--- src/hw/srcfg_pkg.sv ---
// constants shared by the system reset and option control block
package srcfg_pkg;

    // ------------------------------------------------------------
    // timing
    // ------------------------------------------------------------
    localparam int unsigned CLK_PERIOD_NS  = 25;
    localparam int unsigned RESET_HOLD_NS  = 100;
    // least time: round up, never below one cycle
    localparam int unsigned RESET_HOLD_RAW = (RESET_HOLD_NS + CLK_PERIOD_NS - 1) / CLK_PERIOD_NS;
    localparam int unsigned RESET_HOLD_CYC = (RESET_HOLD_RAW < 1) ? 1 : RESET_HOLD_RAW;
    localparam int unsigned HOLD_W         = 4;

    // ------------------------------------------------------------
    // register selects on the register access port
    // ------------------------------------------------------------
    localparam logic [1:0] SEL_CAUSE = 2'h0;
    localparam logic [1:0] SEL_FORCE = 2'h1;
    localparam logic [1:0] SEL_OPT1  = 2'h2;

    // ------------------------------------------------------------
    // field positions
    // ------------------------------------------------------------
    localparam int unsigned CAUSE_ILLEGAL_ADDRESS_FLAG_BIT = 3;
    localparam int unsigned CAUSE_LVD_BIT  = 1;
    localparam int unsigned FORCE_TRIG_BIT = 0;
    localparam int unsigned OPT_TMO_HI     = 7;
    localparam int unsigned OPT_TMO_LO     = 6;
    localparam int unsigned OPT_STOP_BIT   = 5;
    localparam int unsigned OPT_TW_BIT     = 2;
    localparam int unsigned OPT_DBG_BIT    = 1;
    localparam int unsigned OPT_RSTP_BIT   = 0;

    // ------------------------------------------------------------
    // reset values
    // ------------------------------------------------------------
    localparam logic [7:0] READ_ZERO      = 8'h00;
    localparam logic [1:0] OPT_TMO_RST    = 2'h3;
    localparam logic       OPT_STOP_RST   = 1'h0;
    localparam logic       OPT_TW_RST     = 1'h0;
    localparam logic       OPT_DBG_RST    = 1'h1;
    localparam logic       OPT_RSTP_POR   = 1'h0;
    localparam logic       LVD_POR        = 1'h1;
    localparam logic       ILLEGAL_ADDRESS_FLAG_POR       = 1'h0;

endpackage : srcfg_pkg

--- src/hw/srcfg_top.sv ---
// system reset cause flags, debug forced reset and write-once option register
`timescale 1ns/100ps

module srcfg_top
    import srcfg_pkg::*;
#(
    parameter int unsigned HOLD_CYCLES = RESET_HOLD_CYC
)(
    input  wire logic       I_CLK,
    input  wire logic       I_RST,
    input  wire logic       I_WR,
    input  wire logic       I_WR_DEBUG,
    input  wire logic       I_RD,
    input  wire logic [1:0] I_SEL,
    input  wire logic [7:0] I_WDATA,
    input  wire logic       I_ILLEGAL_ADDR,
    input  wire logic       I_SUPPLY_LOW,
    input  wire logic       I_DIP_RESET_EN,
    input  wire logic       I_STOP_EXEC,
    input  wire logic       I_OTHER_RESET,
    input  wire logic       I_WDOG_CLK_SEL,
    output logic      [7:0] O_RDATA,
    output logic            O_RD_VALID,
    output logic            O_SYS_RESET,
    output logic            O_ILLEGAL_OPCODE_RESET,
    output logic      [2:0] O_WDOG_PERIOD_SEL,
    output logic            O_STOP_PERMIT,
    output logic            O_TWO_WIRE_ON_PORT_B,
    output logic            O_DEBUG_PIN_ENABLE,
    output logic            O_RESET_PIN_ENABLE,
    output logic            O_RESET_PIN_PULLUP
);

    // ------------------------------------------------------------
    // state
    // ------------------------------------------------------------
    typedef enum logic [0:0] {
        ST_RUN,
        ST_HOLD
    } srcfg_state_e;

    typedef struct packed {
        srcfg_state_e       state;
        logic [HOLD_W-1:0]  hold_cnt;
        logic               illegal_address_flag;
        logic               low_voltage_cause_flag;
        logic               opcode_rst;
        logic [1:0]         tmo;
        logic               stop_permit;
        logic               tw_sel;
        logic               dbg_pin;
        logic               rst_pin;
        logic               lock;
        logic               wdog_clk;
        logic [2:0]         low_sync;
        logic               low_lvl;
        logic [7:0]         rdata;
        logic               rd_valid;
    } srcfg_state_s;

    srcfg_state_s st_q;
    srcfg_state_s st_d;

    localparam logic [HOLD_W-1:0] HOLD_LAST = HOLD_W'(HOLD_CYCLES - 1);

    // ------------------------------------------------------------
    // decoded events
    // ------------------------------------------------------------
    logic any_wr;
    logic force_hit;
    logic dip_hit;
    logic stop_hit;
    logic addr_hit;
    logic opt_wr;
    logic start_rst;

    always_comb
    begin
        any_wr    = I_WR | I_WR_DEBUG;
        // only the debug path reaches the trigger bit
        force_hit = I_WR_DEBUG & (I_SEL == SEL_FORCE)
                  & I_WDATA[FORCE_TRIG_BIT];
        dip_hit   = st_q.low_lvl & I_DIP_RESET_EN;
        stop_hit  = I_STOP_EXEC & ~st_q.stop_permit;
        addr_hit  = I_ILLEGAL_ADDR;
        opt_wr    = any_wr & (I_SEL == SEL_OPT1) & ~st_q.lock;
        start_rst = force_hit | dip_hit | stop_hit | addr_hit | I_OTHER_RESET;
    end

    // ------------------------------------------------------------
    // next state
    // ------------------------------------------------------------
    always_comb
    begin
        st_d = st_q;

        // supply comparator is asynchronous: three stages, act on agreement
        // clock select comes from a register on this clock: no synchroniser needed
        st_d.wdog_clk = I_WDOG_CLK_SEL;
        st_d.low_sync = {st_q.low_sync[1:0], I_SUPPLY_LOW};
        if (st_q.low_sync[1] == st_q.low_sync[2])
        begin
            st_d.low_lvl = st_q.low_sync[2];
        end

        st_d.rd_valid = 1'b0;
        if (I_RD)
        begin
            st_d.rd_valid = 1'b1;
            unique case (I_SEL)
                SEL_CAUSE:
                begin
                    st_d.rdata                 = READ_ZERO;
                    st_d.rdata[CAUSE_ILLEGAL_ADDRESS_FLAG_BIT] = st_q.illegal_address_flag;
                    st_d.rdata[CAUSE_LVD_BIT]  = st_q.low_voltage_cause_flag;
                end
                SEL_FORCE:
                begin
                    st_d.rdata = READ_ZERO;
                end
                SEL_OPT1:
                begin
                    // readable at any time, locked or not
                    st_d.rdata                           = READ_ZERO;
                    st_d.rdata[OPT_TMO_HI:OPT_TMO_LO]    = st_q.tmo;
                    st_d.rdata[OPT_STOP_BIT]             = st_q.stop_permit;
                    st_d.rdata[OPT_TW_BIT]               = st_q.tw_sel;
                    st_d.rdata[OPT_DBG_BIT]              = st_q.dbg_pin;
                    st_d.rdata[OPT_RSTP_BIT]             = st_q.rst_pin;
                end
                default:
                begin
                    st_d.rdata = READ_ZERO;
                end
            endcase
        end

        unique case (st_q.state)
            ST_RUN:
            begin
                if (start_rst)
                begin
                    // cause flags are rewritten on reset entry, never cleared by software
                    st_d.state      = ST_HOLD;
                    st_d.hold_cnt   = '0;
                    st_d.illegal_address_flag       = addr_hit & ~force_hit;
                    st_d.low_voltage_cause_flag        = dip_hit & ~force_hit;
                    st_d.opcode_rst = stop_hit & ~force_hit;
                    // options back to defaults, reset pin config survives
                    st_d.tmo         = OPT_TMO_RST;
                    st_d.stop_permit = OPT_STOP_RST;
                    st_d.tw_sel      = OPT_TW_RST;
                    st_d.dbg_pin     = OPT_DBG_RST;
                    st_d.lock        = 1'b0;
                end
                else if (opt_wr)
                begin
                    st_d.tmo         = I_WDATA[OPT_TMO_HI:OPT_TMO_LO];
                    st_d.stop_permit = I_WDATA[OPT_STOP_BIT];
                    st_d.tw_sel      = I_WDATA[OPT_TW_BIT];
                    st_d.dbg_pin     = I_WDATA[OPT_DBG_BIT];
                    st_d.rst_pin     = I_WDATA[OPT_RSTP_BIT];
                    st_d.lock        = 1'b1;
                end
            end
            ST_HOLD:
            begin
                // requests are ignored while the reset is driven
                if (st_q.hold_cnt == HOLD_LAST)
                begin
                    st_d.state      = ST_RUN;
                    st_d.opcode_rst = 1'b0;
                end
                else
                begin
                    st_d.hold_cnt = st_q.hold_cnt + HOLD_W'(1);
                end
            end
        endcase
    end

    // ------------------------------------------------------------
    // registers
    // ------------------------------------------------------------
    // the async reset is the power-on reset
    always_ff @(posedge I_CLK or posedge I_RST)
    begin
        if (I_RST)
        begin
            st_q.state       <= ST_RUN;
            st_q.hold_cnt    <= '0;
            st_q.illegal_address_flag        <= ILLEGAL_ADDRESS_FLAG_POR;
            st_q.low_voltage_cause_flag         <= LVD_POR;
            st_q.opcode_rst  <= 1'b0;
            st_q.tmo         <= OPT_TMO_RST;
            st_q.stop_permit <= OPT_STOP_RST;
            st_q.tw_sel      <= OPT_TW_RST;
            st_q.dbg_pin     <= OPT_DBG_RST;
            st_q.rst_pin     <= OPT_RSTP_POR;
            st_q.lock        <= 1'b0;
            st_q.wdog_clk    <= 1'b0;
            st_q.low_sync    <= '0;
            st_q.low_lvl     <= 1'b0;
            st_q.rdata       <= READ_ZERO;
            st_q.rd_valid    <= 1'b0;
        end
        else
        begin
            // rst_pin is only ever rewritten by the first options write after power-on or after each internal reset
            st_q <= st_d;
        end
    end

    // ------------------------------------------------------------
    // outputs
    // ------------------------------------------------------------
    always_comb
    begin
        O_RDATA                = st_q.rdata;
        O_RD_VALID             = st_q.rd_valid;
        O_SYS_RESET            = (st_q.state == ST_HOLD);
        O_ILLEGAL_OPCODE_RESET = st_q.opcode_rst;
        O_WDOG_PERIOD_SEL      = {st_q.wdog_clk, st_q.tmo};
        O_STOP_PERMIT          = st_q.stop_permit;
        O_TWO_WIRE_ON_PORT_B   = st_q.tw_sel;
        O_DEBUG_PIN_ENABLE     = st_q.dbg_pin;
        O_RESET_PIN_ENABLE     = st_q.rst_pin;
        O_RESET_PIN_PULLUP     = st_q.rst_pin;
    end

endmodule // srcfg_top

--- config.mk ---
export PLATFORM = sky130hd
export DESIGN_NAME = srcfg_top
export DESIGN_NICKNAME = d
export VERILOG_FILES = /design/src/hw/srcfg_pkg.sv /design/src/hw/srcfg_top.sv
export SDC_FILE = /design/constraint.sdc
export NUM_CORES = 1
export LEC_CHECK = 0
export ABC_CLOCK_PERIOD_IN_PS = 3300
export BUFFER_PORTS_ARGS = -buffer_cell sky130_fd_sc_hd__buf_2
export CAP_MARGIN = 20
export CORE_AREA = 2 2 44 63
export CTS_BUF_LIST = sky130_fd_sc_hd__clkbuf_4
export CTS_CLUSTER_SIZE = 12
export DETAILED_ROUTE_END_ITERATION = 10
export DIE_AREA = 0 0 46 65
export PLACE_DENSITY_LB_ADDON = 0.2
export SLEW_MARGIN = 20
export SYNTH_ARGS = -nofsm -noshare
export SYNTH_HDL_FRONTEND = slang
export SYNTH_SLANG_ARGS = --single-unit
--- constraint.sdc ---
create_clock -name I_CLK -period 3.3 [get_ports I_CLK]
set_clock_uncertainty 0.1 [all_clocks]
set_input_delay 0.825 -clock I_CLK [delete_from_list [all_inputs] [get_ports I_CLK]]
set_output_delay 0.825 -clock I_CLK [all_outputs]
set_load 0.03 [all_outputs]
# [Word-level counts from Yosys, hierarchy flattened]
# Index checks and enable logic that the tools add are counted.
[word_totals] regBits=29 in_bits=21 output_inout_bits=19 word_cells=61
[classes] addsub=1 eq_ne=7 muxes=11 bitwise=19 reduce_logical=7
[ops] operator="$pmux 8 s2" n=1
[ops] operator="$pmux 5 s2" n=1
[ops] operator="$and 1x1->1" n=9
[ops] operator="$mux 8" n=1
[ops] operator="$reduce_and 2->1" n=4
[ops] operator="$mux 7" n=1
[ops] operator="$mux 5" n=1
[ops] operator="$not 1->1" n=5
[ops] operator="$or 1x1->1" n=5
[ops] operator="$add 4x1->4 const B" n=1
[ops] operator="$eq 4x2->1 const B" n=1
[ops] operator="$mux 1" n=4
[ops] operator="$mux 4" n=1
[ops] operator="$ne 2x2->1 const B" n=2
[ops] operator="$reduce_and 3->1" n=1
[ops] operator="$eq 2x1->1 const B" n=1
[ops] operator="$eq 2x2->1 const B" n=1
[ops] operator="$logic_not 2->1" n=1
[ops] operator="$ne 2x1->1 const B" n=1
[ops] operator="$pmux 1 s2" n=1
[ops] operator="$reduce_bool 2->1" n=1
[ops] operator="$eq 1x1->1" n=1

# [Longest topological paths before layout]
# Gate-level depths: netlist (run 1).
[depth] word_depth=9 depth_mapped=5 ltp_nobuf=5

# [Least setup slack after synthesis (run 1)]
# OpenSTA, ideal clock, no wires.
[synth_timing] path_type="input to register" start="input I_DIP_RESET_EN" end="register st_q (netlist bit O_RESET_PIN_ENABLE)" setup_ps=125 t_arrival_ps=1726 required_time_ps=3075 slack_ps=1349 stages=4 n_path_buf=0 cell_sequence="a211o_4 nor2_2 nand3b_2 mux2_4"
[synth_via] elab_chain_cells=7
[synth_lines] element="start, declared" line_no="srcfg_top.sv:18" rtl="input wire logic I_DIP_RESET_EN,"
[synth_lines] element="$and 1x1->1" line_no="srcfg_top.sv:83" rtl="dip_hit = st_q.low_lvl & I_DIP_RESET_EN;"
[synth_lines] element="$or 1x1->1 (4 in a row)" line_no="srcfg_top.sv:87" rtl="start_rst = force_hit | dip_hit | stop_hit | addr_hit | I_OTHER_RESET;"
[synth_lines] element="$not 1->1 (no line)"
[synth_lines] element="$reduce_and 3->1 (no line)"
[synth_lines] element="end signal, assigned" line_no="srcfg_top.sv:210" rtl="st_q <= st_d;"
[synth_lines] element="end, declared" line_no="srcfg_top.sv:61" rtl="srcfg_state_s st_q;"
# No other way between the ends.
# A chain may end at the register's enable or synchronous reset.

# [Worst setup path in the final report (run 1)]
[layout_timing] start="register st_q (netlist bit O_SYS_RESET)" end="output O_SYS_RESET"
[layout_rtl] element="end, declared" line_no="srcfg_top.sv:24" rtl="output logic O_SYS_RESET,"
# No word-level cell between the ends.

==> results.yml, run 1 <==
place:
  place_area_mm2: 0.00142
  gp_congestion: 0.750
  placement.io_buffers: 36
synth:
  ys_warn_count: 0
  synth_fp_nets: 138
  synth_edf_count: 0
  ys.flop_type: "dfrtp_1"
  async_reset_ff_share_pct: 100
  syn_area_mm2: 0.00130
  ys_seq_elements: 28
  syn_inst: 116
  avgSynthCellArea_um2: 11.2
  ys_types: 37
  seq_area_frac_synth_pct: 54.2
floorplan:
  ios: 40
  core-area_mm2: 0.00248
  dieHeight_um: 65
  die-width_um: 46
  start_util_pct: 52.6
  die-area_mm2: 0.00299
  rows: 22
final_layout:
  final_util_pct: 58.3
  multi_input_comb_area_um2: 453
  drive_gt1_share_pct: 40.1
  area_delta_synth_final_pct: 10.9
  fin_nets: 166
  regArea_um2: 706
  fin_area_mm2: 0.00144
  nFillCells: 234
  layout_common_cells: "buf_2, dfrtp_1, nand2_1"
  final_common_cell: "buf_2"
  n_antenna_cell: 0
worst_setup_path:
  crit_chain: "buf_2"
  startpoint_type: "flip-flop"
  endpoint: "O_SYS_RESET"
  reg2reg_depth: 3
  end_kind: "output port"
  worst_path_largest_cell_delay_ps: 670
  path_class: "reg2out"
  worstSetupPathDepth: 1
  arrival_ps: 1270
  reg2reg_slack_ps: 1610
  crit_path_start: "O_SYS_RESET"
  slowest_stage: "dfrtp_1"
  critPathTopFamily: "flip-flops"
  cp_num_buf_inv: 1
  reg2reg_to: "O_RESET_PIN_ENABLE"
  r2r-start: "O_SYS_RESET"
  worst_ep_required_time_ps: 2370
  cp_max_fo: 14
detailed_routing:
  first_pass_iters: 4
  vias: 881
  drc_errors: 0
  wl_per_cell_um: 13.7
  vias_per_cell: 5.31
  first_iter_violations: 10
  antenna_left: 0
  routed_wl_um: 2280
clock_network:
  clk_pin_slew_worst_paths_ps: 130
  cts_root_buf: "clkbuf_4"
  postCtsSetupBuffers: 0
  htree_levels: 1
  cts_resized: 0
  worstSkewPairLatency_ps: 310
  cts_tree: "yes"
  clockBufferDepth: 2
  cts_hold_buf: 0
  clock_sinks: 28
  numCtsBuffers: 3
pwr:
  peakVddDrop_mv: 0.495
  power_density_mw_per_mm2: 635
  leakage_nw: 0.712
global_route:
  grt_pass1_vias: 902
  grt_max_degree: 28
  antenna_found_initial: 0
  gr-usage-all-layers_pct: 17.7
  grt_pass1_wl_um: 3860
  overflow: 0
timing:
  rsz0062_at_grt: "false"
  fmax_ghz: 0.455
  post-route-min-period_ps: 2200
  setup_viol: 0
  hold_viol_final: 0
  relSlewSlack_pct: 37.5
  period_share_pct: 66.6
  worst_pin_slew_ps: 932
  tns_ps: 0
  drv_slew: 0
min_path:
  hold_class: "reg2reg"
flow_run:
  drv_cap: 0
outcome:
  outcome: "completed"
## final cells by class
class                      count  area share, %
sequential                    28           48.9
clock buffer                   3           1.56
multi-input combinational     62           31.4
timing repair buffer          37           13.0
tap                           24           2.08
inverter                      12           3.12
## power by group
group          total (W)  switching [W]  internal (W)
clock           0.000130      0.0000875     0.0000426
combinational   0.000299       0.000174      0.000125
sequential      0.000489      0.0000708      0.000418
total           0.000917       0.000332      0.000585
## how the worst min path moves through the flow
stage,startpoint,slack [ps],cells past startpoint,end
finish,st_d[11],270,0,st_d[12]
detailed placement,st_d[11],240,0,st_d[12]
global placement,st_d[11],240,0,st_d[12]
global route,st_d[11],280,0,st_d[12]
floorplan,st_d[11],230,0,st_d[12]
CTS,st_d[11],280,0,st_d[12]
## per-stage QoR
| step | instances | setup WS [ps] | hold slack, ps | total power [W] |
|---|---|---|---|---|
| after global placement | 163 | 1150 | 236 | 0.000784 |
| final | 166 | 1100 | 271 | 0.000917 |
| after CTS | 166 | 1090 | 276 | 0.000928 |
| after detailed placement | 163 | 1120 | 245 | 0.000796 |
| after floorplan | 116 | 1350 | 231 | 0.000732 |
| after global routing | 166 | 995 | 281 | 0.000991 |
## cell usage after synthesis, types with 2 or more instances
cell type | instances | area [um^2]
mux2_2 | 2 | 22.5
nand2_1 | 14 | 52.6
dfstp_2 | 4 | 105
o21ai_0 | 4 | 20.0
dfrtp_1 | 24 | 601
o22a_1 | 4 | 35.0
a32oi_1 | 2 | 17.5
buf_4 | 12 | 90.1
inv_1 | 12 | 45.0
nor2_1 | 5 | 18.8
o22ai_1 | 7 | 43.8
## logic make-up after synthesis
family / count (synthesis) / synth area share, %
other: 1 / 0.288
muxes: 4 / 3.65
DFF: 28 / 54.2
xor gates and xnor gates: 1 / 0.673
adders and majority gates: 2 / 1.73
buffers and inverters: 26 / 11.0
AOI/OAI and AO/OA: 23 / 13.7
and+or+nand+nor: 31 / 14.7
## metal layers
metal | wire length (um) | global-route usage, % | vias to the layer above
met4 | 23 | 8.57 | 0
met5 | 0 | 0 | -
met3 | 121 | 2.79 | 2
li1 | - | - | 437
met1 | 947 | 21.2 | 414
met2 | 1190 | 29.3 | 28
## state kept, by name, summed over array words and instances (netlist names)
register	flops
st_q	9
O_RDATA	7
O_WDOG_PERIOD_SEL	3
st_d	2
O_DEBUG_PIN_ENABLE	1
O_ILLEGAL_OPCODE_RESET	1
O_RD_VALID	1
O_RESET_PIN_ENABLE	1
O_STOP_PERMIT	1
O_SYS_RESET	1
O_TWO_WIRE_ON_PORT_B	1
(Power assumes the default switching activity.)
==> run 2: changes to the inputs <==
--- a/config.mk
+++ b/config.mk
@@ -5,14 +5,14 @@
 export SDC_FILE = /design/constraint.sdc
 export NUM_CORES = 1
 export LEC_CHECK = 0
-export ABC_CLOCK_PERIOD_IN_PS = 3300
+export ABC_CLOCK_PERIOD_IN_PS = 1990
 export BUFFER_PORTS_ARGS = -buffer_cell sky130_fd_sc_hd__buf_2
 export CAP_MARGIN = 20
-export CORE_AREA = 2 2 44 63
+export CORE_AREA = 2 2 48 68
 export CTS_BUF_LIST = sky130_fd_sc_hd__clkbuf_4
 export CTS_CLUSTER_SIZE = 12
 export DETAILED_ROUTE_END_ITERATION = 10
-export DIE_AREA = 0 0 46 65
+export DIE_AREA = 0 0 50 70
 export PLACE_DENSITY_LB_ADDON = 0.2
 export SLEW_MARGIN = 20
 export SYNTH_ARGS = -nofsm -noshare
==> constraint.sdc (replaced) <==
create_clock -name I_CLK -period 1.99 [get_ports I_CLK]
set_clock_uncertainty 0.1 [all_clocks]
set_input_delay 0.4975 -clock I_CLK [delete_from_list [all_inputs] [get_ports I_CLK]]
set_output_delay 0.4975 -clock I_CLK [all_outputs]
set_load 0.03 [all_outputs]
==> results.yml, run 2 (synthesized netlist as in run 1, its figures left out) <==
worst_setup_path:
  worst_path_largest_cell_delay_ps: 600
  worst_ep_required_time_ps: 1390
  end_kind: "output port"
  reg2reg_slack_ps: 330
  reg2reg_depth: 4
  startpoint_type: "flip-flop"
  arrival_ps: 1190
  r2r-start: "st_q[9]"
  reg2reg_to: "O_RESET_PIN_ENABLE"
  critPathTopFamily: "flip-flops"
  crit_chain: "buf_2"
  slowest_stage: "dfrtp_1"
  cp_num_buf_inv: 1
  cp_max_fo: 11
  path_class: "reg2out"
final_layout:
  layout_common_cells: "buf_2, dfrtp_1, nand2_1"
  fin_area_mm2: 0.00147
  top_register: "st_q"
  layoutNonFillerInstCount: 183
  n_antenna_cell: 0
  largest_reg_flops: 9
  final_common_cell: "buf_2"
  drive_gt1_share_pct: 40.3
  area_delta_synth_final_pct: 13.2
  fin_nets: 167
global_route:
  overflow: 0
  grt_max_degree: 29
  grt_pass1_wl_um: 3900
  antenna_found_initial: 0
  gr-usage-all-layers_pct: 14.4
  grt_pass1_vias: 895
pwr:
  pwr-share-seq_pct: 51.7
  p_sw_w: 0.000565
  p_int_w: 0.000985
  p_comb_share_pct: 33.6
  clockPowerShare_pct: 14.7
  peakVddDrop_mv: 0.563
  power_w: 0.00155
  p_sw_share_pct: 36.4
  leakage_nw: 0.722
  power_density_mw_per_mm2: 1050
clock_network:
  htree_levels: 1
  cts_root_buf: "clkbuf_4"
  clock_sinks: 28
  cts_hold_buf: 0
  clockBufferDepth: 2
  clk_pin_slew_worst_paths_ps: 140
  worstSkewPairLatency_ps: 320
  cts_tree: "yes"
  postCtsSetupBuffers: 0
  cts_resized: 0
  numCtsBuffers: 3
detailed_routing:
  first_iter_violations: 11
  vias: 914
  antenna_left: 0
  wl_per_cell_um: 12.7
  vias_per_cell: 4.99
  routed_wl_um: 2330
  drc_errors: 0
  first_pass_iters: 4
timing:
  setup_viol: 0
  drv_slew: 0
  post-route-min-period_ps: 1790
  tns_ps: 0
  hold_viol_final: 0
  period_share_pct: 89.9
  rsz0062_at_grt: "false"
  fmax_ghz: 0.559
flow_run:
  drv_cap: 0
place:
  dp_cells: 179
  placement.io_buffers: 36
  gp_congestion: 0.754
  dpl.hpwl_um: 1830
  place_area_mm2: 0.00145
floorplan:
  core-area_mm2: 0.00297
  ios: 40
  die-width_um: 50
  die-area_mm2: 0.00350
  rows: 24
  start_util_pct: 43.8
  dieHeight_um: 70
min_path:
  hold_class: "in2async"
outcome:
  outcome: "completed"
run 2: worst min-delay path, stage by stage:
cell and delay (ps):
buf_2 90, inv_1 40, buf_4 310
run 2: worst max path at each step:
stage          cells past startpoint  slack, ps                  to           from
4_1_cts                            1        190         O_SYS_RESET    O_SYS_RESET
3_5_place_dp                       5        140  O_RESET_PIN_ENABLE       I_SEL[0]
6_report                           1        200         O_SYS_RESET    O_SYS_RESET
5_1_grt                            1        120         O_SYS_RESET    O_SYS_RESET
3_3_place_gp                       5        160  O_RESET_PIN_ENABLE       I_SEL[0]
2_1_floorplan                      4        350  O_RESET_PIN_ENABLE  O_STOP_PERMIT
run 2: metal layers:
metal	up-vias	routed length (um)	track usage, %
met5	-	0	0
met4	0	52	7.41
met3	5	116	2.35
met2	30	1200	23.8
met1	442	961	17.8
li1	437	-	-
run 2: final cells by class:
| type | instances | area, um^2 |
|---|---|---|
| Inverter | 12 | 45.0 |
| Clock buffer | 3 | 22.5 |
| Timing Repair Buffer | 38 | 195 |
| Multi-Input combinational cell | 62 | 453 |
| Fill cell | 292 | 1500 |
| Clock inverter | 1 | 3.75 |
| Sequential cell | 28 | 706 |
| Tap cell | 39 | 48.8 |
run 2: through the flow:
step	hold WS (ps)	setup WS (ps)	utilization [%]
floorplan	231	352	-
global placement	235	163	48.7
detailed placement	240	143	48.7
CTS	104	189	49.6
global route	112	118	49.6
finish	98.3	201	49.6
run 2: power groups by stage:
stage	Sequential [W]	Clock [W]	Combinational [W]
floorplan	0.000834	0	0.000379
global placement	0.000808	0	0.000514
detailed placement	0.000812	0	0.000529
CTS	0.000802	0.000243	0.000531
global route	0.000821	0.000272	0.000584
finish	0.000801	0.000228	0.000521
